<file path="src/logic/qdc_regs_consts.svh">
// Purpose: Offsets, field positions, reset values and address strides of the control register bank
// Assumes: Byte offsets relative to the module base address
// Notes: Definitions only
`ifndef QDC_REGS_CONSTS_SVH
`define QDC_REGS_CONSTS_SVH

`define OFS_EVT_CLEAR 16'h1040
`define OFS_PED_CODE 16'h1060
`define OFS_TEST_RADDR 16'h1064
`define OFS_SOFT_CONV 16'h1068
`define OFS_SLIDE_CONST 16'h106a
`define OFS_RAW_A 16'h1070
`define OFS_RAW_B 16'h1072
`define OFS_THR_FIRST 16'h1080
`define OFS_THR_LAST 16'h10be
`define OFS_ID_FIRST 16'h8000
`define OFS_ID_LAST 16'hfffe
`define OFS_MAKER_HI 16'h8026
`define OFS_MAKER_MID 16'h802a
`define OFS_MAKER_LO 16'h802e
`define OFS_VERSION 16'h8032
`define OFS_BOARD_HI 16'h8036
`define OFS_BOARD_MID 16'h803a
`define OFS_BOARD_LO 16'h803e
`define OFS_REVISION 16'h804e
`define OFS_SERIAL_HI 16'h8f02
`define OFS_SERIAL_LO 16'h8f06

`define PED_RESET_NEW 8'hb4
`define PED_RESET_OLD 8'h00
`define PED_MIN_NEW 8'h3c
`define PED_MIN_OLD 8'h78
`define SLIDE_CONST_RESET 8'h00
`define SLIDE_ON_RESET 1'b1
`define THR_KILL_BIT 8
`define STRIDE_32CH 2
`define STRIDE_16CH 4
`define IDLE_READ 16'h0000

`endif

</file>
<file path="src/logic/qdc_regs_pkg.sv">
// Purpose: Types shared by the control register bank
// Assumes: Constants live in qdc_regs_consts.svh
// Notes: Types only
package qdc_regs_pkg;

   typedef struct packed
   {
      logic sel;
      logic wr;
      logic [15:0] addr;
      logic [15:0] wdata;
   } bus_req_t;

   typedef struct packed
   {
      logic [7:0] maker_hi;
      logic [7:0] maker_mid;
      logic [7:0] maker_lo;
      logic [7:0] version;
      logic [7:0] board_hi;
      logic [7:0] board_mid;
      logic [7:0] board_lo;
      logic [7:0] revision;
      logic [7:0] serial_hi;
      logic [7:0] serial_lo;
   } ident_t;

endpackage : qdc_regs_pkg

</file>
<file path="src/logic/qdc_control_register_bank.sv">
// Purpose: Bus-mapped control, status, threshold and identification registers of a charge converter
// Assumes: One bus request per selected cycle; read data returned one cycle after the request
// Notes: Threshold memory is cleared only by the hardware reset input
`include "qdc_regs_consts.svh"

// Overview of operation
// - Any write to the counter clear location zeroes the event counter; nothing stored.
// - Eight-bit read/write pedestal code sets the shared pedestal current.
// - Newer front end: pedestal code resets to 180; 255 is largest current.
// - Older front end: pedestal resets to zero; host should program 120 or more.
// - Write-only test read address selects buffer word read during memory test.
// - Any write to the soft conversion location starts one test conversion.
// - Eight-bit sliding-scale constant drives the converter when sliding scale is off.
// - First raw readback returns latest block A converter value; writes ignored.
// - Second raw readback returns latest block B converter value; writes ignored.
// - One threshold entry per channel from 0x1080 to 0x10BE, stride 2 or 4.
// - Kill bit set discards that channel's data; clear stores it.
// - Thresholds cleared only by hardware reset, never by software data resets.
// - Read-only identification area holds maker, version, board, revision, serial bytes.
// - Serial number high byte at 0x8F02, low byte at 0x8F06.
// - Sliding-scale enable defaults to 1; constant applies only when cleared.
module qdc_control_register_bank #(
   parameter int CHANNELS = 32,
   parameter bit NEW_FRONT_END = 1'b1,
   parameter int TEST_ADDR_BITS = 11,
   parameter qdc_regs_pkg::ident_t IDENT = '0 // Arbitrary identity values
)(
   // Clock and reset
   input wire logic i_clk,
   input wire logic i_sys_rst,
   // Register bus
   input wire qdc_regs_pkg::bus_req_t i_bus,
   output logic [15:0] o_rdata,
   output logic o_rvalid,
   // Mode and raw converter values
   input wire logic i_sliding_scale_on,
   input wire logic [15:0] i_block_a_raw_value,
   input wire logic [15:0] i_block_b_raw_value,
   // Channel kill query
   input wire logic [4:0] i_kill_channel,
   output logic o_channel_store,
   // Controls to the acquisition logic
   output logic o_event_count_clear,
   output logic o_soft_conversion,
   output logic [7:0] o_pedestal_code,
   output logic [TEST_ADDR_BITS-1:0] o_test_read_address,
   output logic [7:0] o_slide_dac,
   output logic [CHANNELS-1:0] o_kill_mask
);

   localparam int STRIDE = (CHANNELS == 32) ? `STRIDE_32CH : `STRIDE_16CH;
   localparam logic [7:0] PED_RESET = NEW_FRONT_END ? `PED_RESET_NEW : `PED_RESET_OLD;

   // Elaboration checks on the parameters the logic can serve
   if (CHANNELS != 32 && CHANNELS != 16)
   begin : g_bad_channels
      $error("CHANNELS must be 16 or 32");
   end
   if (TEST_ADDR_BITS < 1 || TEST_ADDR_BITS > 16)
   begin : g_bad_test_addr
      $error("TEST_ADDR_BITS out of range");
   end

   // Channel index of a threshold address, or -1 if none
   function automatic int thr_index(input logic [15:0] a);
      logic [15:0] off;
      off = a - `OFS_THR_FIRST;
      if (a < `OFS_THR_FIRST || a > `OFS_THR_LAST)
         return -1;
      if ((off % STRIDE) != 0)
         return -1;
      return int'(off) / STRIDE;
   endfunction : thr_index

   logic wr_hit;
   logic rd_hit;
   logic [7:0] ped_q;
   logic [7:0] slide_q;
   logic [TEST_ADDR_BITS-1:0] raddr_q;
   logic [8:0] thr_q [CHANNELS];
   logic [15:0] rdata_d;
   int widx;
   int ridx;

   assign wr_hit = i_bus.sel && i_bus.wr;
   assign rd_hit = i_bus.sel && !i_bus.wr;
   assign widx = thr_index(i_bus.addr);
   assign ridx = thr_index(i_bus.addr);

   // Strobes
   always_ff @(posedge i_clk)
   begin
      if (i_sys_rst)
      begin
         o_event_count_clear <= 1'b0;
         o_soft_conversion <= 1'b0;
      end
      else
      begin
         o_event_count_clear <= wr_hit && i_bus.addr == `OFS_EVT_CLEAR;
         o_soft_conversion <= wr_hit && i_bus.addr == `OFS_SOFT_CONV;
      end
   end

   // Pedestal code
   always_ff @(posedge i_clk)
   begin
      if (i_sys_rst)
         ped_q <= PED_RESET;
      else if (wr_hit && i_bus.addr == `OFS_PED_CODE)
         ped_q <= i_bus.wdata[7:0];
   end

   // Memory test read address
   always_ff @(posedge i_clk)
   begin
      if (i_sys_rst)
         raddr_q <= '0;
      else if (wr_hit && i_bus.addr == `OFS_TEST_RADDR)
         raddr_q <= i_bus.wdata[TEST_ADDR_BITS-1:0];
   end

   // Sliding-scale constant and converter input
   always_ff @(posedge i_clk)
   begin
      if (i_sys_rst)
         slide_q <= `SLIDE_CONST_RESET;
      else if (wr_hit && i_bus.addr == `OFS_SLIDE_CONST)
         slide_q <= i_bus.wdata[7:0];
   end

   always_ff @(posedge i_clk)
   begin
      if (i_sys_rst)
         o_slide_dac <= `SLIDE_CONST_RESET;
      else if (!i_sliding_scale_on)
         o_slide_dac <= slide_q;
      else
         o_slide_dac <= `SLIDE_CONST_RESET;
   end

   // Threshold and kill memory, cleared only by hardware reset
   always_ff @(posedge i_clk)
   begin
      if (i_sys_rst)
      begin
         for (int i = 0; i < CHANNELS; i++)
            thr_q[i] <= '0;
      end
      else if (wr_hit && widx >= 0)
         thr_q[widx] <= i_bus.wdata[8:0];
   end

   // Kill mask and per-channel store decision
   always_ff @(posedge i_clk)
   begin
      if (i_sys_rst)
      begin
         o_kill_mask <= '0;
         o_channel_store <= 1'b1;
      end
      else
      begin
         for (int i = 0; i < CHANNELS; i++)
            o_kill_mask[i] <= thr_q[i][`THR_KILL_BIT];
         if (int'(i_kill_channel) < CHANNELS)
            o_channel_store <= !thr_q[i_kill_channel][`THR_KILL_BIT];
         else
            o_channel_store <= 1'b0;
      end
   end

   // Plain control outputs
   always_ff @(posedge i_clk)
   begin
      if (i_sys_rst)
      begin
         o_pedestal_code <= PED_RESET;
         o_test_read_address <= '0;
      end
      else
      begin
         o_pedestal_code <= ped_q;
         o_test_read_address <= raddr_q;
      end
   end

   // Read decode; write-only and unmapped locations read as zero
   always_comb
   begin
      rdata_d = `IDLE_READ;
      case (i_bus.addr)
         `OFS_PED_CODE: rdata_d = {8'h00, ped_q};
         `OFS_SLIDE_CONST: rdata_d = {8'h00, slide_q};
         `OFS_RAW_A: rdata_d = i_block_a_raw_value;
         `OFS_RAW_B: rdata_d = i_block_b_raw_value;
         `OFS_MAKER_HI: rdata_d = {8'h00, IDENT.maker_hi};
         `OFS_MAKER_MID: rdata_d = {8'h00, IDENT.maker_mid};
         `OFS_MAKER_LO: rdata_d = {8'h00, IDENT.maker_lo};
         `OFS_VERSION: rdata_d = {8'h00, IDENT.version};
         `OFS_BOARD_HI: rdata_d = {8'h00, IDENT.board_hi};
         `OFS_BOARD_MID: rdata_d = {8'h00, IDENT.board_mid};
         `OFS_BOARD_LO: rdata_d = {8'h00, IDENT.board_lo};
         `OFS_REVISION: rdata_d = {8'h00, IDENT.revision};
         `OFS_SERIAL_HI: rdata_d = {8'h00, IDENT.serial_hi};
         `OFS_SERIAL_LO: rdata_d = {8'h00, IDENT.serial_lo};
         default:
         begin
            if (ridx >= 0)
               rdata_d = {7'h00, thr_q[ridx]};
            else
               rdata_d = `IDLE_READ;
         end
      endcase
   end

   // Read answer register
   always_ff @(posedge i_clk)
   begin
      if (i_sys_rst)
      begin
         o_rdata <= `IDLE_READ;
         o_rvalid <= 1'b0;
      end
      else
      begin
         o_rvalid <= rd_hit;
         if (rd_hit)
            o_rdata <= rdata_d;
      end
   end

endmodule : qdc_control_register_bank

</file>
<file path="config.mk">
export PLATFORM = sky130hd
export DESIGN_NAME = qdc_control_register_bank
export DESIGN_NICKNAME = d
export VERILOG_FILES = /design/src/logic/qdc_regs_pkg.sv /design/src/logic/qdc_control_register_bank.sv
export VERILOG_INCLUDE_DIRS = /design/src /design/src/logic
export SDC_FILE = /design/constraint.sdc
export NUM_CORES = 1
export LEC_CHECK = 0
export BUFFER_PORTS_ARGS = -buffer_cell sky130_fd_sc_hd__buf_4
export CORE_MARGIN = 2
export CORE_UTILIZATION = 65
export CTS_CLUSTER_DIAMETER = 30
export DETAILED_ROUTE_END_ITERATION = 8
export HOLD_SLACK_MARGIN = 0.03
export MAX_ROUTING_LAYER = met4
export PLACE_DENSITY = 0.84
export RECOVER_POWER = 50
export SETUP_SLACK_MARGIN = 0.4
export SLEW_MARGIN = 5
export SYNTH_ARGS = -nofsm -noshare
export SYNTH_HDL_FRONTEND = slang
export SYNTH_SLANG_ARGS = --single-unit
</file>
<file path="constraint.sdc">
create_clock -name i_clk -period 7.4 [get_ports i_clk]
set_input_delay 1.11 -clock i_clk [delete_from_list [all_inputs] [get_ports i_clk]]
set_output_delay 1.11 -clock i_clk [all_outputs]
set_load 0.03 [all_outputs]
</file>
==> results of run 1 <==
[power groups by stage]
stage	combinational, uW	sequential, uW	clock (uW)
2_1_floorplan	148	2550	0
3_3_place_gp	296	2540	0
3_5_place_dp	302	2540	0
4_1_cts	305	2500	3460
5_1_grt	315	2510	3580
6_report	306	2510	3470
[path summary, 6_finish.rpt]
path                                                 start                          to  slack (ns)
worst max-delay path                             i_sys_rst  thr_q[21][1]$_SDFFCE_PN0P_        1.46
worst max register to register  thr_q[18][2]$_SDFFCE_PN0P_     o_rdata[2]$_SDFFE_PP0P_        4.97
worst min-delay path              o_rdata[14]$_SDFFE_PP0P_    o_rdata[14]$_SDFFE_PP0P_        0.45
worst min register to register    o_rdata[14]$_SDFFE_PP0P_    o_rdata[14]$_SDFFE_PP0P_        0.45
[final cells by class]
type / instances / area share [%]
flip-flops and latches: 394 / 49.8
multi-input cells: 965 / 31.3
clock buffers: 86 / 9.11
repair buffers: 167 / 4.40
clock inverters: 57 / 3.04
well taps: 378 / 2.19
inverters: 11 / 0.191
diodes: 1 / 0.0116
[cell usage in the layout (no fill, tap or decap), types with 16 or more instances in the layout]
master | synthesis | final
dfxtp_1 | 106 | 106
buf_4 | 1 | 82
clkbuf_1 | 93 | 92
or2_2 | 28 | 22
nor2_1 | 61 | 61
nand3_1 | 26 | 26
and2_1 | 192 | 102
nand4_1 | 16 | 16
mux2i_1 | 99 | 99
and3_1 | 113 | 113
nor2b_1 | 56 | 56
o21ai_0 | 20 | 21
and2_0 | 0 | 90
nand2_1 | 78 | 78
clkbuf_16 | 0 | 77
mux4_2 | 18 | 18
edfxtp_1 | 288 | 288
a21oi_1 | 45 | 45
o211ai_1 | 16 | 16
[worst max-delay path, delay by kind of cell]
kind	cells	cell delay (ns)
AND/OR/NAND/NOR	3	1.61
buffers and inverters	2	3.13
AO/OA/AOI/OAI	1	0.25
[through the flow]
step | power [uW] | setup slack, ns | cell area (um^2) | hold slack [ns] | cells
5_1_grt | 6400 | 1.52 | 21600 | 0.473 | 2059
3_3_place_gp | 2830 | 2.66 | 19300 | 0.440 | 1915
2_1_floorplan | 2700 | 3.89 | 18100 | 0.433 | 1492
3_5_place_dp | 2840 | 2.59 | 19300 | 0.447 | 1915
6_report | 6280 | 1.46 | 21600 | 0.450 | 2059
4_1_cts | 6270 | 3.17 | 21900 | 0.455 | 2058
[Yosys cell counts, drive strengths merged, types with 11 or more instances]
cell type and number:
a211oi 13, a21o 12, a21oi 45, a22o 12
and2 192, and3 113, buf 29, clkbuf 93
dfxtp 106, edfxtp 288, inv 11, mux2 12
mux2i 99, mux4 18, nand2 78, nand3 26
nand4 17, nor2 61, nor2b 56, nor3 13
o211ai 16, o21ai 21, o221ai 13, o41a 11
or2 28
[state kept, by name, summed over array words and instances (netlist names)]
register,cells
ped_q,8
slide_q,8
thr_q,288
o_test_read_address,11
o_slide_dac,8
o_kill_mask,32
o_pedestal_code,8
o_event_count_clear,1
o_rdata,16
o_channel_store,1
raddr_q,11
o_soft_conversion,1
o_rvalid,1
[routing by layer]
metal	global-route usage [%]	wire length, um	vias up
met5	-	0	-
met4	21.3	3390	0
met3	11.4	7940	278
met2	59.6	25700	1149
met1	50.2	19900	6729
li1	-	-	5816
[kinds of logic after synthesis]
family                 Yosys count
AOI/OAI and AO/OA              219
and+or+nand+nor                617
muxes                          129
buffers and inverters          133
DFF                            394
==> out/metrics.cfg, run 1 <==
[status]
outcome = finished, violations left
violations = max-capacitance violations, max-slew violations

[synth]
async_reset_ff_share_pct = 0
yosys.area_share.simple_pct = 19.9
synth_area_leader_cell = edfxtp_1
synth-compound-area-share_pct = 8.97
yosys-top-cells-area = edfxtp_1, dfxtp_1, and2_1, mux2i_1, and3_1
ys.flop_type = edfxtp_1
syn_nets = 1566
syn_avg_cell_area_um2 = 12.1
synthAdderAreaFrac_pct = 0
synth-edff-count = 288
muxShareOfSynthArea_pct = 8.48
synth_warnings = 0
synthXorXnorAreaFrac_pct = 0
synth_top_area_share_pct = 47.9
yosys_register_bits = 394
synth_top_family_by_area = simple AND/OR/NAND/NOR gates
syn_inst = 1492
synth_cell_type_count = 71
synthesis.area_um2 = 18100
ys_seq_area_share_pct = 59.6

[cells_and_area]
seq_area_um2 = 10800
multi_input_area_um2 = 6760
layout-drive-gt1-share_pct = 16.7
fill_cells = 1666
final_core_util_pct = 78.5
area_delta_synth_final_pct = 19.7
layout.nets = 1690

[place]
routabilityCongestion = 1.05
io_buffers = 147
place_hpwl_mm = 35.3

[clock_network]
path_clk_slew_ns = 0.05
cts_hold_buf = 0
post_cts_resize_count = 0
cts_setup_buffers = 0
cts_tree = done
numCtsBuffers = 77
clock_latency_ns = 0.58
cts_buffer_depth = 3
cts.sinks = 394
root_buffer = clkbuf_16
cts-htree-levels = 3

[detailed_routing]
drtIter0Drc = 1902
routed_wl_mm = 57.0
via_count = 14000
vias_per_cell = 6.79
drc = 0
ant_nets = 0
routedWlPerCell_um = 27.7
drtPass1Iterations = 6

[setup_path]
cpPeakStageDelay_ns = 2.46
path_common_cell = clkbuf_1
cp_data_required_time_ns = 7.61
worstSetupPathType = in -> reg
crit_path_start_kind = primary input
end_kind = flop
rr_worst_depth = 3
cp_data_arrival_time_ns = 6.15
cp_max_fo = 67
critPathSlowestCell = clkbuf_1
path_cells = clkbuf_1, nor3_1, o21ai_0, clkbuf_1, nor2_1, or2_0

[die]
initial_core_util_pct = 65.6
die-area_um2 = 29100
die_x_um = 171
rows = 61
die_y_um = 171
core_area_um2 = 27600
io_pins = 153

[pwr]
leakage_uw = 0.00851
peakVddDrop_uv = 210
combinationalPowerShare_pct = 4.9
swShare_pct = 24.0
p_sw_uw = 1510
p_per_area_nw_per_um2 = 290
power_frac_seq_pct = 39.9
clkPwrFrac_pct = 55.2
p_int_uw = 4770

[sta]
finalSetupTns_ns = 0
min_period_over_period_pct = 80.2
setup_violations = 0
slew_viol_final = 68
slew_headroom_pct = -137
fin_worst_skew_ns = 0.0212
fin_crit_ns = 5.94
tightest_slew_ns = 3.56
rsz0062_at_grt = false
hold_viol_final = 0
max_freq_mhz = 168

[global_route]
track_usage_pct = 40.1
grt_pass1_vias = 13400
grt_overflow = 0
grt_max_degree = 73
grt_pass1_wl_mm = 82.7
antenna_found_initial = 1

[job]
maxCapViolations = 1

[worst_hold_path]
min_path_type = reg -> reg
holdPathStages = 2

Note: power is estimated with default switching activity, not from simulation.
==> run 2: changes to the inputs <==
Settings changed: ABC_AREA set to 1, CORE_UTILIZATION 65 to 54, PLACE_DENSITY 0.84 to 0.74.
Clock period 7.4 ns to 5.1 ns, I/O delays scaled along.
==> run 2 against run 1 <==
  * Sequential cell count stayed put
  * The flow now finishes without violations
  * Core utilization is 13 points lower
  * Combinational power is 30% higher
  * Worst setup slack worse by 0.42 ns
  * Die area is 15% higher
==> out/metrics.cfg, run 2 <==
[status]
outcome = completed

[synth]
synth_area_leader_cell = edfxtp_1
async_reset_ff_share_pct = 0  ; unchanged
syn_nets = 1958  ; +25%
ys.flop_type = edfxtp_1
synth_warnings = 0  ; unchanged
yosys-top-cells-area = edfxtp_1, dfxtp_1, nor2_1, nand2_1, nand3_1
ys_top_cells_by_count = nor2_1, nand2_1, edfxtp_1
ys_seq_area_share_pct = 62.1  ; +2.5 points
synth-edff-count = 288  ; unchanged
synthesis.area_um2 = 17300  ; -4.1%
yosys_register_bits = 394  ; unchanged
syn_avg_cell_area_um2 = 9.20  ; -24%
yosysMostFrequentCell = nor2_1
synth_cell_type_count = 37  ; -48%
synth_top_area_share_pct = 49.9  ; +2.0 points
syn_inst = 1884  ; +26%

[detailed_routing]
met3_length_mm = 6.51  ; -18%
wl_met2_mm = 23.8  ; -7.5%
wl_met1_mm = 19.8  ; -0.90%
via_count = 14600  ; +4.7%
drc = 0  ; unchanged
drtPass1Iterations = 6  ; unchanged
vias_per_cell = 5.93  ; -13%
routed_wl_mm = 52.0  ; -8.7%
top_layer = met4
routedWlPerCell_um = 21.1  ; -24%
drtIter0Drc = 1965  ; +3.3%
ant_nets = 0  ; unchanged

[cells_and_area]
seq_area_um2 = 10800  ; unchanged
largest-register = thr_q
layout.nets = 2088  ; +24%
layout_commonest_cell = nand2_1
multi_input_area_um2 = 5560  ; -18%
area_delta_synth_final_pct = 18.6
top_regs = thr_q x288, o_kill_mask x32, o_rdata x16
fill_cells = 2514  ; +51%
mostFrequentLayoutCells = nand2_1, nor2_1, edfxtp_1
layout-drive-gt1-share_pct = 10.3  ; -6.3 points
design_area_um2 = 20600  ; -4.9%
largest_reg_flops = 288  ; unchanged
insertedDiodeCount = 0  ; -1

[setup_path]
worstSetupPathType = in -> reg
r2r_slack_ns = 3.42  ; -1.55 ns
rr_worst_depth = 7  ; +4
path_cells = buf_4, nor2_1, nand3_1, nor2_4, nand4_1, buf_4, inv_1, clkbuf_1, nand3_1, nor2_1, nand2_1, nand2_1
cp_data_required_time_ns = 5.28  ; -2.33 ns
cp_max_fo = 13  ; -81%
cpPeakStageDelay_ns = 0.78  ; -1.68 ns
end_kind = flop
reg2reg_to = o_channel_store$_SDFF_PP1_
cp_data_arrival_time_ns = 4.24  ; -1.91 ns
setup.worst_path.start = i_bus[31]
r2r-start = thr_q[0][8]$_SDFFCE_PN0P_
critPathSlowestCell = nor2_1
crit_path_start_kind = primary input

[die]
die-area_um2 = 33500  ; +15%
initial_core_util_pct = 54.9  ; -11 points
rows = 65  ; +6.6%
die_y_um = 183  ; +7.3%
io_pins = 153  ; unchanged
core_area_um2 = 31600  ; +15%
die_x_um = 183  ; +7.3%

[place]
dpl_worst_slack_ns = 1.28  ; -1.31 ns
dpl_cell_area_um2 = 18800  ; -2.9%
place_hpwl_mm = 32.7  ; -7.4%
io_buffers = 147  ; unchanged
routabilityCongestion = 0.897  ; -15%

[sta]
tightest_slew_ns = 1.42  ; -2.14 ns
hold_ws_ns = 0.432  ; -0.0173 ns
hold_viol_final = 0  ; unchanged
slew_headroom_pct = 5.50  ; +140 points
slew_viol_final = 0  ; -100%
rsz0062_at_grt = false
finalSetupTns_ns = 0  ; unchanged
fin_worst_skew_ns = 0.0200  ; -0.00117 ns
min_period_over_period_pct = 79.5
fin_crit_ns = 4.06
max_freq_mhz = 247
setup_violations = 0  ; unchanged
setup_slack_ns = 1.04  ; -0.419 ns

[global_route]
antenna_found_initial = 0  ; -1
grt_overflow = 0  ; unchanged
grt_pass1_vias = 13800  ; +3.5%
grt_max_degree = 99  ; +36%
grt_pass1_wl_mm = 78.6  ; -4.9%
track_usage_pct = 31.7  ; -8.4 points

[clock_network]
cts_hold_buf = 0  ; unchanged
cts.sinks = 394  ; unchanged
clock_latency_ns = 0.56  ; -0.02 ns
cts_setup_buffers = 0  ; unchanged
path_clk_slew_ns = 0.05  ; about the same
cts-htree-levels = 3  ; unchanged
root_buffer = clkbuf_16
post_cts_resize_count = 0  ; unchanged
cts_tree = done
numCtsBuffers = 67  ; -13%
cts_buffer_depth = 3  ; unchanged

[pwr]
peakVddDrop_uv = 256  ; +22%
leakage_uw = 0.00821  ; -3.5%
p_per_area_nw_per_um2 = 412  ; +42%
power_uw = 8480  ; +35%

[worst_hold_path]
min_from = raddr_q[9]$_SDFFE_PP0P_
holdPathStages = 2  ; unchanged
min_path_type = reg -> reg
hold_end = o_test_read_address[9]$_SDFF_PP0_

[job]
maxCapViolations = 0  ; -1

==> run 2: per-stage QoR <==
step                      std cells  utilization, %
after floorplan                1884               -
after global placement         2347            59.4
after CTS                      2465            66.6
after detailed placement       2347            59.4
final                          2465            65.2
after global routing           2465            65.2
==> run 2: area by class of cell <==
type	count	share of cell area, %
clock buffers	77	8.70
clock inverters	41	2.28
inverters	110	2.01
multi-input cells	1261	27.1
flip-flops and latches	394	52.4
well taps	402	2.45
repair buffers	180	5.13
==> run 2: critical path, delay by kind of cell <==
family / cells / cell delay (ns)
simple gates: 8 / 2.65
buf+inv: 4 / 0.80
==> run 2: kinds of logic (layout without fill, tap and decap cells) <==
family          Yosys count  count (layout)  share of synthesized area, %
compound gates          147             147                          4.91
buf+inv                 229             408                          5.19
flops                   394             394                          62.1
simple gates           1114            1114                          27.8
==> run 2: worst max path at each step <==
stage / to / slack [ns] / cells past startpoint
2_1_floorplan: thr_q[29][0]$_SDFFCE_PN0P_ / 2.23 / 9
3_3_place_gp: thr_q[7][4]$_SDFFCE_PN0P_ / 1.38 / 13
3_5_place_dp: thr_q[7][7]$_SDFFCE_PN0P_ / 1.28 / 13
4_1_cts: thr_q[7][0]$_SDFFCE_PN0P_ / 1.82 / 13
5_1_grt: thr_q[9][8]$_SDFFCE_PN0P_ / 0.94 / 12
6_report: thr_q[19][8]$_SDFFCE_PN0P_ / 1.04 / 12
==> run 2: layer usage <==
layer,vias up,track usage (%)
met3,169,8.10
li1,6615,-
met2,976,48.7
met5,-,-
met4,0,12.5
met1,6865,40.6
==> run 2: power breakdown <==
part | switching, uW | internal (uW) | leakage (uW) | total (uW)
clock network | 1570 | 2890 | 0.00108 | 4460
registers | 52.0 | 3570 | 0.00360 | 3620
logic | 296 | 101 | 0.00354 | 397
total | 1920 | 6560 | 0.00821 | 8480
